<file path="config.mk">
export PLATFORM = sky130hd
export DESIGN_NAME = msg_field_store
export DESIGN_NICKNAME = d
export VERILOG_FILES = /design/src/sm_field_store.sv
export VERILOG_INCLUDE_DIRS = /design/src
export SDC_FILE = /design/constraint.sdc
export NUM_CORES = 2
export LEC_CHECK = 0
export ABC_AREA = 1
export BUFFER_PORTS_ARGS = -buffer_cell sky130_fd_sc_hd__buf_2
export CAP_MARGIN = 25
export CORE_ASPECT_RATIO = 0.6
export CORE_MARGIN = 5
export CORE_UTILIZATION = 50
export DETAILED_ROUTE_END_ITERATION = 16
export GPL_ROUTABILITY_DRIVEN = 0
export PLACE_DENSITY = 0.63
export SLEW_MARGIN = 0
export SYNTH_ARGS = -nofsm -noshare
export SYNTH_HDL_FRONTEND = slang
export SYNTH_SLANG_ARGS = --single-unit
</file>
<file path="constraint.sdc">
create_clock -name ref_clk -period 7.95 [get_ports ref_clk]
set_input_delay 0.795 -clock ref_clk [delete_from_list [all_inputs] [get_ports ref_clk]]
set_output_delay 0.795 -clock ref_clk [all_outputs]
set_load 0.01 [all_outputs]
</file>
<file path="src/test_message_responder_map.svh">
// Constants of the test message responder: message identifiers and the short message field layout.
// Assumes inclusion by bare name from the package and the design modules.
`ifndef TEST_MESSAGE_RESPONDER_MAP_SVH
`define TEST_MESSAGE_RESPONDER_MAP_SVH

// Identifiers sent by the test equipment.
`define ID_VOL_UP        8'h33
`define ID_VOL_DOWN      8'h34
`define ID_STATUS_REQ    8'h35
`define ID_IND_REQ       8'h36
`define ID_PWR_REQ       8'h37
`define ID_BELL_REQ      8'h38
`define ID_MSG_REQ       8'h39
`define ID_KEYS          8'h3A
`define ID_HOOK_ON       8'h40
`define ID_HOOK_OFF      8'h41
`define ID_BEARER        8'h46
`define ID_SET_PWR       8'h50
`define ID_RESET_CMD     8'hFF

// Identifiers sent by the mobile unit.
`define ID_IND_RSP       8'h5C
`define ID_PWR_RSP       8'h5D
`define ID_MSG_RSP       8'h65
`define ID_NO_MSG_RSP    8'h66
`define ID_MALF_ERR      8'hF0
`define ID_NREC_ERR      8'hF1
`define ID_NPERF_ERR     8'hF2

// Arbitrary error indicator carried with the malfunction message.
`define MALF_INDICATOR   8'h01

// Short message field layout, byte offsets and sizes inside the field.
`define FLD_OA_OFS       8'h01
`define FLD_SC_OFS       8'h0D
`define FLD_UDL_OFS      8'h22
`define FLD_UD_OFS       8'h23
`define FLD_ADDR_BYTES   8'h0C
`define FLD_UD_MAX       8'h8C
`define FLD_BYTES        8'hAF

// Message lengths in octets.
`define LEN_SHORT        8'h01
`define LEN_PAIR         8'h02

`endif

</file>
<file path="src/sm_field_store.sv">
// Storage of the received short message field, read back octet by octet.
// Assumes the device writes the field through the write port before software asks for it.
`timescale 1ns/100ps
`default_nettype none
`include "test_message_responder_map.svh"

module msg_field_store (
  // Clock and reset
  input  wire logic       ref_clk,
  input  wire logic       rst,
  // Write side
  input  wire logic       wr_en,
  input  wire logic [7:0] wr_addr,
  input  wire logic [7:0] wr_data,
  input  wire logic [3:0] oa_len,
  input  wire logic [3:0] sc_len,
  // Read side
  input  wire logic [7:0] rd_addr,
  output logic      [7:0] rd_data,
  output logic      [7:0] field_len
);

  logic [7:0] mem [0:174];
  logic [7:0] raw;
  logic [7:0] udl;
  logic       pad;

  always_ff @(posedge ref_clk) begin
    if (wr_en && wr_addr < `FLD_BYTES) begin
      mem[wr_addr] <= wr_data;
    end
  end

  always_comb begin
    raw = (rd_addr < `FLD_BYTES) ? mem[rd_addr] : 8'h00;
    udl = mem[`FLD_UDL_OFS];
    if (udl > `FLD_UD_MAX) begin
      udl = `FLD_UD_MAX;
    end
    // Address bytes past the stated length go out as null, whatever the writer left there.
    pad = ((rd_addr >= `FLD_OA_OFS) && (rd_addr < `FLD_SC_OFS) && ((rd_addr - `FLD_OA_OFS) >= {4'h0, oa_len}))
       || ((rd_addr >= `FLD_SC_OFS) && (rd_addr < `FLD_SC_OFS + `FLD_ADDR_BYTES)
           && ((rd_addr - `FLD_SC_OFS) >= {4'h0, sc_len}));
    rd_data   = (pad || rd_addr == 8'h00) ? 8'h00 : raw;
    field_len = `FLD_UD_OFS + udl;
  end

  property p_oa_pad;
    @(posedge ref_clk) disable iff (rst)
      (rd_addr >= `FLD_OA_OFS && rd_addr < `FLD_SC_OFS && (rd_addr - `FLD_OA_OFS) >= {4'h0, oa_len})
      |-> rd_data == 8'h00;
  endproperty
  a_oa_pad: assert property (p_oa_pad) else $error("Originating address padding is not null.");

endmodule
`default_nettype wire

</file>
==> flow_summary.json <==
{
  "ys_top_cells_by_area": "edfxtp_1, nand2_1, nor2_1",
  "reg_top3": "mem (1400)",
  "synth-compound-area-share_pct": 3.06,
  "root_buffer": "clkbuf_16",
  "core_mm2": 0.121,
  "slew_violations": 0,
  "p_int_mw": 11.3,
  "switching_share_pct": 23.3,
  "clock_path_buffers": 3,
  "largest_reg_flops": 1400,
  "drt_wl_total_um": 161000,
  "end_kind": "output pin",
  "path_buf_inv": 5,
  "io_pins": 51,
  "via_per_inst": 5.29,
  "synthAdderAreaFrac_pct": 0.267,
  "rows": 99,
  "setup_viol": 0,
  "final_cells": 7605,
  "cts_resized": 0,
  "required_ns": 7.15,
  "post-route-min-period_ns": 5.39,
  "regMostFlops": "mem",
  "synthCells": 5949,
  "synth-edff-count": 1400,
  "hold_violations": 0,
  "grt_max_degree": 193,
  "htree_num_levels": 3,
  "synth-xor-area-share_pct": 0.0431,
  "num-nets-final": 5932,
  "p_leak_nw": 26.3,
  "final_layout_size_suffix_gt1_share_pct": 4.83,
  "overflow": 0,
  "slew_headroom_pct": 24.4,
  "cap_violations": 0,
  "areaGrowthSynthToFinish_pct": 8.12,
  "yosysWarnings": 0,
  "drc": 0,
  "pwr-share-comb_pct": 6.7,
  "syn_area_mm2": 0.0609,
  "synth_top_flop_cell": "edfxtp_1",
  "die-area_mm2": 0.129,
  "p_per_area_mw_per_mm2": 224,
  "muxShareOfSynthArea_pct": 0,
  "synth_largest_area_cell": "edfxtp_1",
  "grt_pass1_vias": 36900,
  "pwr-share-clk_pct": 38.2,
  "syn_area_per_cell_um2": 10.2,
  "cts_buffers": 121,
  "cp_cell_sequence": "buf_6 -> nand2_4 -> inv_2 -> buf_12 -> nand2_1 -> o21ai_0 -> nor2_1 -> nand2_1 -> nand3_1 -> nand2_1 -> inv_1 -> nand2_1 -> nand2_1 -> a21oi_1 -> buf_2",
  "clkSlewWorstSetupHoldPaths_ns": 0.06,
  "hold_path.class": "in2reg",
  "dr.first_iter.drc_count": 5029,
  "path_max_fanout": 61,
  "drtAntennaViolNets": 0,
  "pwr-share-seq_pct": 55.1,
  "place_inst": 7377,
  "p_switching_mw": 3.44,
  "grt_pass1_wl_um": 239000,
  "wire_per_inst_um": 21.2,
  "start_kind": "input pin",
  "crit_top_cell": "nand2_1",
  "path_class": "in2out",
  "critPathMaxStageDelay_ns": 0.78,
  "die_h_um": 280,
  "antenna_found_initial": 4,
  "ys_ff_latch": 1400,
  "crit_family": "buffers and inverters",
  "ys_types": 33,
  "post_cts_buffers": 0,
  "vias": 40200,
  "port_buffers": 49,
  "setup-tns-final_ns": 0,
  "cts_tree": "done",
  "final_common_cell": "nand2_1",
  "seq_area_frac_synth_pct": 69.0,
  "fin_crit_sh_pct": 67.8,
  "hpwl_um": 93800,
  "cts.sinks": 1400,
  "synth_top_area_share_pct": 69.0,
  "start_util_pct": 50.2,
  "syn_nets": 5997,
  "status": "complete, no violations",
  "grt_util_all_layers_pct": 24.8,
  "vdd.ir_drop.worst_uv": 214,
  "die_x_um": 461,
  "synthSimpleGateAreaFrac_pct": 20.7,
  "slowest_stage": "inv_2",
  "max_slew.worst_pin.slew_ns": 1.13,
  "layout_common_cells": "nand2_1, edfxtp_1, nor2_1",
  "async_flop_share_pct": 0,
  "finalPower_mw": 14.7,
  "first_pass_iters": 6,
  "synth_top_family_by_area": "simple AND/OR/NAND/NOR gates",
  "crit_arrival_ns": 4.59,
  "cts_hold_buf": 0,
  "max_freq_mhz": 186,
  "rsz0062_at_grt": "false"
}
[through the flow]
step / hold slack [ns] / util (%) / instance area [um^2] / setup slack [ns]
5_1_grt: 0.460 / 54.3 / 65900 / 2.45
2_1_floorplan: 0.894 / - / 60900 / 4.16
4_1_cts: 0.436 / 54.3 / 65900 / 2.71
3_3_place_gp: 1.23 / 51.2 / 62100 / 2.74
3_5_place_dp: 1.23 / 51.3 / 62200 / 2.71
6_report: 0.481 / 54.3 / 65900 / 2.56
[power by group through the flow]
stage | logic [mW] | clock network [mW] | registers [mW]
floorplan | 0.559 | 0 | 8.29
global placement | 0.964 | 0 | 8.29
detailed placement | 0.977 | 0 | 8.29
CTS | 0.981 | 5.68 | 8.13
global route | 1.08 | 6.01 | 8.13
finish | 0.989 | 5.63 | 8.13
[layout make-up]
| cell class | count | area (um^2) |
|---|---|---|
| clock inverter | 67 | 374 |
| sequential | 1400 | 42000 |
| timing repair buffer | 109 | 927 |
| fill | 10500 | 55400 |
| clock buffer | 156 | 3240 |
| inverter | 682 | 2580 |
| antenna | 5 | 12.5 |
| tap | 1616 | 2020 |
| multi-input combinational | 3570 | 14700 |
[cells by family (layout without fill, tap and decap cells)]
kind of cell / Yosys count / count (layout)
AO/OA/AOI/OAI: 349 / 349
XOR/XNOR: 3 / 3
AND/OR/NAND/NOR: 3205 / 3205
flip-flops: 1400 / 1400
adder cells (fa/ha/maj): 13 / 13
other: 0 / 5
buffers and inverters: 979 / 1014
[worst paths after layout]
kind	end	start	slack (ns)	cells after the start
max	rd_data[1]	rd_addr[1]	2.56	15
min	mem[99][3]$_DFFE_PP_	wr_data[3]	0.48	1
[synthesized netlist by cell type, types with 2 or more instances]
cell type / instances
ha_1: 13
buf_2: 148
o211ai_1: 41
nor3_1: 73
or2_0: 2
nand4_1: 2
buf_6: 34
or2_1: 15
inv_2: 5
buf_1: 13
nand3b_1: 5
or2_2: 13
inv_1: 670
a21boi_0: 2
xor2_1: 3
o21ai_1: 50
nand3_1: 280
edfxtp_1: 1400
o22ai_1: 3
a21oi_1: 14
clkinv_1: 6
clkbuf_1: 68
nand2_1: 1841
o21ai_0: 237
nor2_2: 2
buf_4: 33
nor2_1: 970
[layer usage]
layer	routed length [um]	global-route usage, %	vias up
met4	3700	5.68	0
li1	-	-	19100
met5	0	0	-
met2	66800	35.1	1692
met1	72700	38.2	19200
met3	18100	6.88	232
No activity file was read; power rests on OpenSTA's default activity.
